`src/inc/xym_consts.svh`:
```
`ifndef XYM_CONSTS_SVH
`define XYM_CONSTS_SVH

// Instruction word layout, bit 15 is the most significant
`define XYM_PREFIX      6'h3c
`define XYM_PREFIX_HI   15
`define XYM_PREFIX_LO   10
`define XYM_XPTR_BIT    9
`define XYM_YPTR_BIT    8
`define XYM_XREG_BIT    7
`define XYM_YREG_BIT    6
`define XYM_XDIR_BIT    5
`define XYM_YDIR_BIT    4
`define XYM_XMODE_HI    3
`define XYM_XMODE_LO    2
`define XYM_YMODE_HI    1
`define XYM_YMODE_LO    0

// Datapath
`define XYM_PTR_STEP    32'h00000002
`define XYM_REG_RST     32'h00000000
`define XYM_WORD_RST    16'h0000
`define XYM_LOWER_ZERO  16'h0000
`define XYM_UPPER_HI    31
`define XYM_UPPER_LO    16

`endif

```
`src/inc/xym_pkg.sv`:
```
package xym_pkg;

	// Pointer post-update selected by a two-bit mode field
	typedef enum logic [1:0] {
		XYM_MODE_NONE  = 2'h0,
		XYM_MODE_KEEP  = 2'h1,
		XYM_MODE_INC   = 2'h2,
		XYM_MODE_INDEX = 2'h3
	} xym_mode_t;

	typedef logic [31:0] xym_reg_t;
	typedef logic [15:0] xym_word_t;

endpackage

```
`src/hw/xym_mem_port.sv`:
```
`timescale 1ns/1ns
`include "xym_consts.svh"

// One memory side: registers the word request and tracks the load return.
module xym_mem_port (
	input  wire logic             clk,
	input  wire logic             rst_n,
	input  wire logic             ce,
	input  wire logic             issue,
	input  wire logic             store,
	input  wire logic             src_sel,
	input  wire logic             dst_sel,
	input  wire xym_pkg::xym_reg_t ptr_val,
	input  wire xym_pkg::xym_reg_t acc_0,
	input  wire xym_pkg::xym_reg_t acc_1,
	output logic                  mem_req,
	output logic                  mem_we,
	output xym_pkg::xym_reg_t     mem_addr,
	output xym_pkg::xym_word_t    mem_wdata,
	output logic                  wb_valid,
	output logic                  wb_sel
);

	logic               req_q, req_d;
	logic               we_q, we_d;
	xym_pkg::xym_reg_t  addr_q, addr_d;
	xym_pkg::xym_word_t wdata_q, wdata_d;
	logic               ld1_q, ld1_d;
	logic               sel1_q, sel1_d;
	logic               ld2_q, ld2_d;
	logic               sel2_q, sel2_d;
	xym_pkg::xym_reg_t  src;

	always_comb begin
		src     = src_sel ? acc_1 : acc_0;
		req_d   = issue;
		we_d    = issue & store;
		addr_d  = issue ? ptr_val : addr_q;
		// Only the upper half of the accumulator leaves, one word wide
		wdata_d = (issue & store) ? src[`XYM_UPPER_HI:`XYM_UPPER_LO] : wdata_q;
		// Memory answers in the cycle after the request, so two stages
		ld1_d   = issue & ~store;
		sel1_d  = issue ? dst_sel : sel1_q;
		ld2_d   = ld1_q;
		sel2_d  = sel1_q;
	end

	always_ff @(posedge clk) begin
		if (!rst_n) begin
			req_q   <= 1'b0;
			we_q    <= 1'b0;
			addr_q  <= `XYM_REG_RST;
			wdata_q <= `XYM_WORD_RST;
			ld1_q   <= 1'b0;
			sel1_q  <= 1'b0;
			ld2_q   <= 1'b0;
			sel2_q  <= 1'b0;
		end else if (ce) begin
			req_q   <= req_d;
			we_q    <= we_d;
			addr_q  <= addr_d;
			wdata_q <= wdata_d;
			ld1_q   <= ld1_d;
			sel1_q  <= sel1_d;
			ld2_q   <= ld2_d;
			sel2_q  <= sel2_d;
		end
	end

	assign mem_req   = req_q;
	assign mem_we    = we_q;
	assign mem_addr  = addr_q;
	assign mem_wdata = wdata_q;
	assign wb_valid  = ld2_q;
	assign wb_sel    = sel2_q;

endmodule

```
`src/hw/xym_move_unit.sv`:
```
// Contract
// - Every X-side access is one 16-bit word, with no byte or longword size.
// - Every Y-side access is one 16-bit word, with no byte or longword size.
// - A load writes the fetched word to the upper half of the destination and zeroes the lower half.
// - A store writes only the upper 16 bits of the selected accumulator to memory.
// - The bits that the X move leaves free carry the Y move fields in the same word.
// - The bits that the Y move leaves free carry the X move fields, both decoded independently.
// - X mode 01 keeps the X pointer, 10 adds 2 to it after the access.
// - X direction 1 stores from the accumulator, 0 loads, and X mode 11 adds the X index after the access.
// - Y mode 01 keeps the Y pointer, 10 adds 2 after the access, and the Y direction bit picks load or store.
// - Y mode 11 adds the Y index to the Y pointer after the access.
// - X mode 00 performs no X access and changes nothing on the X path.
// - Y mode 00 performs no Y access and changes nothing on the Y path.
// - X pointer select picks R4 or R5, load target X0 or X1, store source A0 or A1.
// - Y pointer select picks R6 or R7, load target Y0 or Y1, store source A0 or A1.
`timescale 1ns/1ns
`include "xym_consts.svh"

module xym_move_unit (
	input  wire logic             clk,
	input  wire logic             rst_n,
	input  wire logic             ce,
	input  wire logic             insn_valid,
	input  wire logic [15:0]      insn,
	input  wire xym_pkg::xym_reg_t x_index,
	input  wire xym_pkg::xym_reg_t y_index,
	input  wire xym_pkg::xym_reg_t accumulator_0,
	input  wire xym_pkg::xym_reg_t accumulator_1,
	input  wire xym_pkg::xym_word_t x_mem_rdata,
	input  wire xym_pkg::xym_word_t y_mem_rdata,
	output xym_pkg::xym_reg_t     ptr_r4,
	output xym_pkg::xym_reg_t     ptr_r5,
	output xym_pkg::xym_reg_t     ptr_r6,
	output xym_pkg::xym_reg_t     ptr_r7,
	output xym_pkg::xym_reg_t     x_operand_reg_0,
	output xym_pkg::xym_reg_t     x_operand_reg_1,
	output xym_pkg::xym_reg_t     y_operand_reg_0,
	output xym_pkg::xym_reg_t     y_operand_reg_1,
	output logic                  x_mem_req,
	output logic                  x_mem_we,
	output xym_pkg::xym_reg_t     x_mem_addr,
	output xym_pkg::xym_word_t    x_mem_wdata,
	output logic                  y_mem_req,
	output logic                  y_mem_we,
	output xym_pkg::xym_reg_t     y_mem_addr,
	output xym_pkg::xym_word_t    y_mem_wdata,
	output logic                  insn_done,
	output logic                  x_side_no_access,
	output logic                  y_side_no_access
);

	function automatic xym_pkg::xym_reg_t post_update(
		input xym_pkg::xym_reg_t  ptr,
		input xym_pkg::xym_mode_t mode,
		input xym_pkg::xym_reg_t  idx
	);
		xym_pkg::xym_reg_t res;
		res = ptr;
		unique case (mode)
			xym_pkg::XYM_MODE_NONE:  res = ptr;
			xym_pkg::XYM_MODE_KEEP:  res = ptr;
			xym_pkg::XYM_MODE_INC:   res = ptr + `XYM_PTR_STEP;
			xym_pkg::XYM_MODE_INDEX: res = ptr + idx;
		endcase
		return res;
	endfunction

	// Decode of the shared word
	logic               is_move;
	logic               x_ptr_sel, y_ptr_sel;
	logic               x_reg_sel, y_reg_sel;
	logic               x_store, y_store;
	xym_pkg::xym_mode_t x_mode, y_mode;
	logic               x_go, y_go;
	xym_pkg::xym_reg_t  x_ptr_val, y_ptr_val;
	xym_pkg::xym_reg_t  x_ptr_next, y_ptr_next;

	always_comb begin
		is_move   = insn_valid & (insn[`XYM_PREFIX_HI:`XYM_PREFIX_LO] == `XYM_PREFIX);
		// Interleaved fields: X takes bits 9, 7 and 5, Y bits 8, 6 and 4; the modes sit in 3:2 for X and 1:0 for Y
		x_ptr_sel = insn[`XYM_XPTR_BIT];
		y_ptr_sel = insn[`XYM_YPTR_BIT];
		x_reg_sel = insn[`XYM_XREG_BIT];
		y_reg_sel = insn[`XYM_YREG_BIT];
		x_store   = insn[`XYM_XDIR_BIT];
		y_store   = insn[`XYM_YDIR_BIT];
		x_mode    = xym_pkg::xym_mode_t'(insn[`XYM_XMODE_HI:`XYM_XMODE_LO]);
		y_mode    = xym_pkg::xym_mode_t'(insn[`XYM_YMODE_HI:`XYM_YMODE_LO]);
		// Mode 00 means no access, whatever the other side does
		x_go      = is_move & (x_mode != xym_pkg::XYM_MODE_NONE);
		y_go      = is_move & (y_mode != xym_pkg::XYM_MODE_NONE);
	end

	// Pointer registers
	xym_pkg::xym_reg_t r4_q, r4_d;
	xym_pkg::xym_reg_t r5_q, r5_d;
	xym_pkg::xym_reg_t r6_q, r6_d;
	xym_pkg::xym_reg_t r7_q, r7_d;

	always_comb begin
		x_ptr_val  = x_ptr_sel ? r5_q : r4_q;
		y_ptr_val  = y_ptr_sel ? r7_q : r6_q;
		// Access uses the old value, the update lands after it
		x_ptr_next = post_update(x_ptr_val, x_mode, x_index);
		y_ptr_next = post_update(y_ptr_val, y_mode, y_index);
		r4_d = r4_q;
		r5_d = r5_q;
		r6_d = r6_q;
		r7_d = r7_q;
		if (x_go) begin
			if (x_ptr_sel) begin
				r5_d = x_ptr_next;
			end else begin
				r4_d = x_ptr_next;
			end
		end
		if (y_go) begin
			if (y_ptr_sel) begin
				r7_d = y_ptr_next;
			end else begin
				r6_d = y_ptr_next;
			end
		end
	end

	always_ff @(posedge clk) begin
		if (!rst_n) begin
			r4_q <= `XYM_REG_RST;
			r5_q <= `XYM_REG_RST;
			r6_q <= `XYM_REG_RST;
			r7_q <= `XYM_REG_RST;
		end else if (ce) begin
			r4_q <= r4_d;
			r5_q <= r5_d;
			r6_q <= r6_d;
			r7_q <= r7_d;
		end
	end

	// Memory request stages, one per bus
	logic x_wb_valid, x_wb_sel;
	logic y_wb_valid, y_wb_sel;

	xym_mem_port u_x_port (
		.clk       (clk),
		.rst_n     (rst_n),
		.ce        (ce),
		.issue     (x_go),
		.store     (x_store),
		.src_sel   (x_reg_sel),
		.dst_sel   (x_reg_sel),
		.ptr_val   (x_ptr_val),
		.acc_0     (accumulator_0),
		.acc_1     (accumulator_1),
		.mem_req   (x_mem_req),
		.mem_we    (x_mem_we),
		.mem_addr  (x_mem_addr),
		.mem_wdata (x_mem_wdata),
		.wb_valid  (x_wb_valid),
		.wb_sel    (x_wb_sel)
	);

	xym_mem_port u_y_port (
		.clk       (clk),
		.rst_n     (rst_n),
		.ce        (ce),
		.issue     (y_go),
		.store     (y_store),
		.src_sel   (y_reg_sel),
		.dst_sel   (y_reg_sel),
		.ptr_val   (y_ptr_val),
		.acc_0     (accumulator_0),
		.acc_1     (accumulator_1),
		.mem_req   (y_mem_req),
		.mem_we    (y_mem_we),
		.mem_addr  (y_mem_addr),
		.mem_wdata (y_mem_wdata),
		.wb_valid  (y_wb_valid),
		.wb_sel    (y_wb_sel)
	);

	// Operand registers, written from the returning word
	xym_pkg::xym_reg_t x0_q, x0_d;
	xym_pkg::xym_reg_t x1_q, x1_d;
	xym_pkg::xym_reg_t y0_q, y0_d;
	xym_pkg::xym_reg_t y1_q, y1_d;

	always_comb begin
		x0_d = x0_q;
		x1_d = x1_q;
		y0_d = y0_q;
		y1_d = y1_q;
		if (x_wb_valid) begin
			if (x_wb_sel) begin
				x1_d = {x_mem_rdata, `XYM_LOWER_ZERO};
			end else begin
				x0_d = {x_mem_rdata, `XYM_LOWER_ZERO};
			end
		end
		if (y_wb_valid) begin
			if (y_wb_sel) begin
				y1_d = {y_mem_rdata, `XYM_LOWER_ZERO};
			end else begin
				y0_d = {y_mem_rdata, `XYM_LOWER_ZERO};
			end
		end
	end

	always_ff @(posedge clk) begin
		if (!rst_n) begin
			x0_q <= `XYM_REG_RST;
			x1_q <= `XYM_REG_RST;
			y0_q <= `XYM_REG_RST;
			y1_q <= `XYM_REG_RST;
		end else if (ce) begin
			x0_q <= x0_d;
			x1_q <= x1_d;
			y0_q <= y0_d;
			y1_q <= y1_d;
		end
	end

	// Completion and no-access markers; the condition flag has no port here at all
	logic done_q, done_d;
	logic xna_q, xna_d;
	logic yna_q, yna_d;

	always_comb begin
		done_d = is_move;
		xna_d  = is_move & ~x_go;
		yna_d  = is_move & ~y_go;
	end

	always_ff @(posedge clk) begin
		if (!rst_n) begin
			done_q <= 1'b0;
			xna_q  <= 1'b0;
			yna_q  <= 1'b0;
		end else if (ce) begin
			done_q <= done_d;
			xna_q  <= xna_d;
			yna_q  <= yna_d;
		end
	end

	assign ptr_r4           = r4_q;
	assign ptr_r5           = r5_q;
	assign ptr_r6           = r6_q;
	assign ptr_r7           = r7_q;
	assign x_operand_reg_0  = x0_q;
	assign x_operand_reg_1  = x1_q;
	assign y_operand_reg_0  = y0_q;
	assign y_operand_reg_1  = y1_q;
	assign insn_done        = done_q;
	assign x_side_no_access = xna_q;
	assign y_side_no_access = yna_q;

endmodule

```
`config.mk`:
```
export PLATFORM = sky130hd
export DESIGN_NAME = xym_move_unit
export DESIGN_NICKNAME = d
export VERILOG_FILES = /design/src/inc/xym_pkg.sv /design/src/hw/xym_mem_port.sv /design/src/hw/xym_move_unit.sv
export VERILOG_INCLUDE_DIRS = /design/src /design/src/inc
export SDC_FILE = /design/constraint.sdc
export NUM_CORES = 1
export LEC_CHECK = 0
export BUFFER_PORTS_ARGS = -buffer_cell sky130_fd_sc_hd__buf_4
export CAP_MARGIN = 10
export CORE_AREA = 2 2 211 213
export CTS_BUF_LIST = sky130_fd_sc_hd__clkbuf_4 sky130_fd_sc_hd__clkbuf_8 sky130_fd_sc_hd__clkbuf_16
export CTS_CLUSTER_DIAMETER = 30
export DETAILED_ROUTE_END_ITERATION = 6
export DIE_AREA = 0 0 213 215
export PLACE_DENSITY_LB_ADDON = 0.2
export SYNTH_ARGS = -nofsm -noshare
export SYNTH_HDL_FRONTEND = slang
export SYNTH_HIERARCHICAL = 1
export SYNTH_SLANG_ARGS = --single-unit
```
`constraint.sdc`:
```
create_clock -name clk -period 3.9 [get_ports clk]
set_input_delay 0 -clock clk [delete_from_list [all_inputs] [get_ports clk]]
set_output_delay 0 -clock clk [all_outputs]
set_load 0.02 [all_outputs]
```
# [Yosys cells after proc, flatten, opt, wreduce, memory -nomap -nowiden]
# Index checks and enable logic that the tools add are counted.
[totals] regBits=303
[classes] addsub=4 eq_ne=7 n_mux=6 n_bitwise=17 n_reduce_logical=18
[op_table] op="32-bit one-hot mux with 3 select lines" count=2
[op_table] op="32-bit 2-to-1 mux" count=4
[op_table] op="32-bit by 2-bit adder with 32-bit output, second input constant" count=2
[op_table] op="32-bit adder" count=2
[op_table] op="3-bit AND reduction" count=8
[op_table] op="1-bit bitwise AND" count=9
[op_table] op="2-bit equality test, second input constant" count=4
[op_table] op="1-bit inverter" count=8
[op_table] op="2-bit AND reduction" count=4
[op_table] op="6-bit equality test, second input constant" count=1
[op_table] op="2-bit by 1-bit equality test with 1-bit output, second input constant" count=2
[op_table] op="2-bit logical NOT" count=2
[op_table] op="2-bit nonzero test" count=2
[op_table] op="2-bit OR reduction" count=2

# [Longest topological paths before layout]
[logic_depth] ltp_word=5 depth_mapped=18

# [By module]
# The synthesis kept the hierarchy.
[modules_own_cells] mod="xym_move_unit" instances=1 cells_each=1904 area_per_inst_um2=14157.3 seq_area_each_um2=3903.7
[modules_own_cells] mod="xym_mem_port" instances=2 cells_each=244 area_per_inst_um2=2451.1 seq_area_each_um2=1081.0

# [Worst setup path after synthesis]
# Ideal clock, no wire load.
[synth_path] path_kind="input to register" from="in insn[9]" to="reg r4_q[20], in the netlist ptr_r4[20]" setup_time_ps=119 arrival_time_ps=3514 required_time_ps=3781 setup_slack_ps=267 cell_stages=14 path_buffers=3 path_cell_list="clkbuf_1 buf_1 clkbuf_1 mux2_2 ha_1 nor2b_1 o21bai_1 a31oi_1 o41ai_2 o21ai_1 a31oi_1 or3_1 nand3_1 o221a_2"
[synth_via] elab_chain_cells=3 elab_cells_between_ends=6
[synth_lines] element="start, declared" line_no="xym_move_unit.sv:24" text="input wire logic [15:0] insn,"
[synth_lines] element="32-bit 2-to-1 mux *" line_no="xym_move_unit.sv:101" text="x_ptr_val = x_ptr_sel ? r5_q : r4_q;"
[synth_lines] element="via x_ptr_val[2]" line_no="xym_move_unit.sv:75" text="xym_pkg::xym_reg_t x_ptr_val, y_ptr_val;"
[synth_lines] element="32-bit adder / 32-bit by 2-bit adder with 32-bit output (equally long branches)"
[synth_lines] element="32-bit one-hot mux with 3 select lines *" line_no="xym_move_unit.sv:59" text="unique case (mode)"
[synth_lines] element="end signal, assigned" line_no="xym_move_unit.sv:128" text="r4_q <= `XYM_REG_RST;"
[synth_lines] element="end signal, assigned" line_no="xym_move_unit.sv:133" text="r4_q <= r4_d;"
[synth_lines] element="end, declared" line_no="xym_move_unit.sv:95" text="xym_pkg::xym_reg_t r4_q, r4_d;"
# Mark *: on every way through the listed nets, which the timed path passes. The rest lies on a longest branch.
# A chain may end at the register's enable or synchronous reset.

# [Worst setup path in the final report]
[layout_path] from="reg r5_q[0], in the netlist ptr_r5[0]" to="reg r4_q[30], in the netlist ptr_r4[30]"
[layout_via] elab_chain_cells=3 elab_cells_between_ends=4
[layout_lines] element="start, declared" line_no="xym_move_unit.sv:96" text="xym_pkg::xym_reg_t r5_q, r5_d;"
[layout_lines] element="start signal, assigned" line_no="xym_move_unit.sv:129" text="r5_q <= `XYM_REG_RST;"
[layout_lines] element="start signal, assigned" line_no="xym_move_unit.sv:134" text="r5_q <= r5_d;"
[layout_lines] element="32-bit 2-to-1 mux *" line_no="xym_move_unit.sv:101"
[layout_lines] element="via x_ptr_val[0]" line_no="xym_move_unit.sv:75"
[layout_lines] element="32-bit adder / 32-bit by 2-bit adder with 32-bit output (equally long branches)"
[layout_lines] element="32-bit one-hot mux with 3 select lines *" line_no="xym_move_unit.sv:59"
# Marks and branches as above.

==> metrics.md <==
| Metric | Value |
|---|---|
| Max Cap Violations | `0` |
| R2r endpoint | `ptr_r4[30]$_SDFFE_PN0P_` |
| CP Cell Sequence | `mux2_2, ha_1, inv_1, fa_1, nor2b_1, o21bai_1, a31oi_1, o41ai_2, o31ai_1, o311ai_1, mux2i_1, nor2_1, a211oi_1` |
| Row cnt | `77` |
| CP delay by family, top | `compound AO/OA/AOI/OAI gates` |
| Drt total wl | `75800 um` |
| Met2 Usage GRT | `53.0%` |
| Worst Setup EP | `ptr_r4[30]$_SDFFE_PN0P_` |
| RSZ-0062 raised after global routing | `no` |
| Reg area | `6070 um2` |
| Post-placement cell count | `3296` |
| CTS root buf | `clkbuf_16` |
| Cell depth of the worst setup path | `13` |
| Share of the yosys chip area belonging to registers | `31.8%` |
| Startpoint types | `register` |
| Synth cell count leaders | `nand2_1 (325), dfxtp_1 (303), a21oi_1 (283)` |
| Die W | `213 um` |
| Unique cell type count in the Yosys netlist | `94` |
| Nets | `3151` |
| Synthesized cell area | `19100 um2` |
| Postcts setup bufs | `0` |
| TritonCTS clock tree | `done` |
| DP Area | `22300 um2` |
| Number of top-level pins | `539` |
| Core box area | `43600 um2` |
| Setup crit end kind | `register` |
| Pre-CTS WS | `208 ps` |
| Slew @ Worst Pin | `1120 ps` |
| Max_slew headroom | `25.1%` |
| EDFF count, synth | `0` |
| Clock slew at reported path FFs | `40 ps` |
| Final setup vio count | `0` |
| #FFs+latches synth | `303` |
| Hold_sp | `y_index[0]` |
| Final core utilization | `60.4%` |
| Yosys warns | `6` |
| Largest cells by area after synthesis | `dfxtp_1 (32%), a21oi_1 (7.4%), nand2_1 (6.4%)` |
| CTS H-Tree Depth | `3` |
| Fmax achieved | `0.282 GHz` |
| Die area | `45800 um2` |
| Register-to-register setup slack | `360 ps` |
| Max Fanout on Critical Path | `4` |
| Clk_lat worst skew | `600 ps` |
| Vias per cell | `5.70` |
| Layer with the highest usage | `met2` |
| Crit Reg-Reg Startpoint | `ptr_r5[0]$_SDFFE_PN0P_` |
| Critical path launch point | `ptr_r5[0]$_SDFFE_PN0P_` |
| Layout area overhead | `38.2%` |
| Synth area leader | `dfxtp_1` |
| Initial Utilization | `43.7%` |
| VDD IR-drop max | `286 uV` |
| Pwr dens | `408 nW/um2` |
| WP buf/inv | `1` |
| GR Layer Usage met1 | `39.2%` |
| Setup WS post-layout | `359 ps` |
| Largest net degree at the start of global routing | `73` |
| Most frequent cell after synthesis | `nand2_1` |
| Share of layout cells above drive strength 1 | `27.2%` |
| Critical path's slowest cell | `o41ai_2` |
| Worst Skew | `19.3 ps` |
| Leakage | `0.0116 uW` |
| Req. time, crit path | `4400 ps` |
| Routing usage on met3 | `5.92%` |
| Final Non-Filler Cells | `3561` |
| Vias after detailed routing | `20.3k` |
| Ys flop type | `dfxtp_1` |
| Hold crit path type | `input port to register` |
| Syn Area/Cell | `7.97 um2` |
| CTS Buf Count | `80` |
| Initial antenna violation count | `2` |
| Wire length per cell | `21.3 um` |
| Fillcell total | `3911` |
| Worst path max stage delay | `600 ps` |
| Fin. Hold Viols | `0` |
| Reg2Reg Depth | `13` |
| Worst path arrival time | `4040 ps` |
| Crit share post-route | `90.8%` |
| Detailed Route Iter0 Violations | `1906` |
| Grt ovf | `0` |
| Asr flop ratio synth | `0%` |
| Port bufs | `442` |
| Crit Path Class | `register to register` |
| TritonRoute pass-1 iters | `6` |
| Multi-input gate area | `11700 um2` |
| Final Instance Area | `26300 um2` |
| Status | `complete, no violations` |
| Fin Setup TNS | `0 ps` |
| Gpl congestion | `0.947` |
| First-pass GRT wire length | `114000 um` |
| DRC Markers | `0` |
| Pins Over Slew Limit | `0` |
| Vias in the first global route | `19.8k` |
| DP Wirelength | `54000 um` |
| Share of the synthesized area in the top cell type | `31.8%` |
| Global Route Usage Sum | `32.1%` |
| Clock Path Buffers | `3` |
| Min Clock Period, post-route | `3540 ps` |
| Die Y-Extent | `215 um` |
| Antenna viol nets, final | `0` |
| CTS sink cnt | `303` |
| Synth Instances | `2392` |
## state kept, by name, summed over array words and instances (netlist names), 16 cells and up
register and cells:
ptr_r4 32, ptr_r5 32, ptr_r6 32, ptr_r7 32, u_x_port/mem_addr 32, u_y_port/mem_addr 32
u_x_port/mem_wdata 16, u_y_port/mem_wdata 16, x_operand_reg_0 16, x_operand_reg_1 16, y_operand_reg_0 16, y_operand_reg_1 16
## cells in the final DEF (no fill, tap or decap), types with 66 or more instances in the layout
cell	n
clkbuf_16	83
dlygate4sd3_1	118
a21oi_1	283
buf_4	484
nand3_1	124
a21bo_2	66
nor2_1	167
nand2_1	325
mux2i_1	67
o21ai_0	119
dfxtp_1	303
## cell families (layout without fill, tap and decap cells)
family / count (synthesis) / in the layout / share of synthesized area (%)
and+or+nand+nor: 797 / 797 / 19.5
AOI/OAI and AO/OA: 767 / 767 / 26.6
DFF: 303 / 303 / 31.8
buffers and inverters: 280 / 792 / 8.28
muxes: 118 / 118 / 6.60
adders and majority gates: 66 / 66 / 4.41
xor gates and xnor gates: 60 / 60 / 2.80
other: 1 / 66 / 0.0197
## area by class of cell
class,count,share of cell area (%)
sequential,303,23.0
antenna,2,0.0190
timing repair buffer,604,18.4
clock inverter,31,1.77
clock buffer,113,9.02
tap,592,2.81
multi-input combinational,1872,44.3
inverter,44,0.636
## where the power goes
group          internal (uW)  switching [uW]  leakage (uW)
sequential              3110            2.56       0.00244
combinational            301             472       0.00771
clock                   4870            2000       0.00143
## tightest hold or removal path, cell delays in order
cell     delay, ps
buf_4           80
ha_1           140
nor2_1          50
nor2_1         120
nand2_1         60
a21oi_1        120
## per-layer routing
metal	wire (um)	share of wire, %
met1	30100	40
met3	5890	7.8
met4	4220	5.6
met2	35700	47
met5	0	0
## repair_timing
action                     CTS  global route
hold endpoints to repair   148             0
gates resized for setup      0             1
hold buffers               118             0
setup endpoints to repair    0             2
## metrics by stage
| stage | hold slack [ps] | power [uW] |
|---|---|---|
| 4_1_cts | 8.45 | 10800 |
| 3_5_place_dp | 265 | 3830 |
| 6_report | 24.8 | 10800 |
| 3_3_place_gp | 258 | 3820 |
| 2_1_floorplan | 118 | 3630 |
| 5_1_grt | 64.6 | 11000 |
## how the worst min path moves through the flow
stage	to	depth (start not counted)
4_1_cts	ptr_r7[0]$_SDFFE_PN0P_	6
3_3_place_gp	x_operand_reg_1[24]$_SDFFE_PN0P_	3
6_report	ptr_r7[0]$_SDFFE_PN0P_	6
5_1_grt	ptr_r7[0]$_SDFFE_PN0P_	6
3_5_place_dp	x_operand_reg_1[20]$_SDFFE_PN0P_	3
2_1_floorplan	u_x_port/mem_we$_SDFFE_PN0P_	1
No activity file was read; power rests on OpenSTA's default activity.
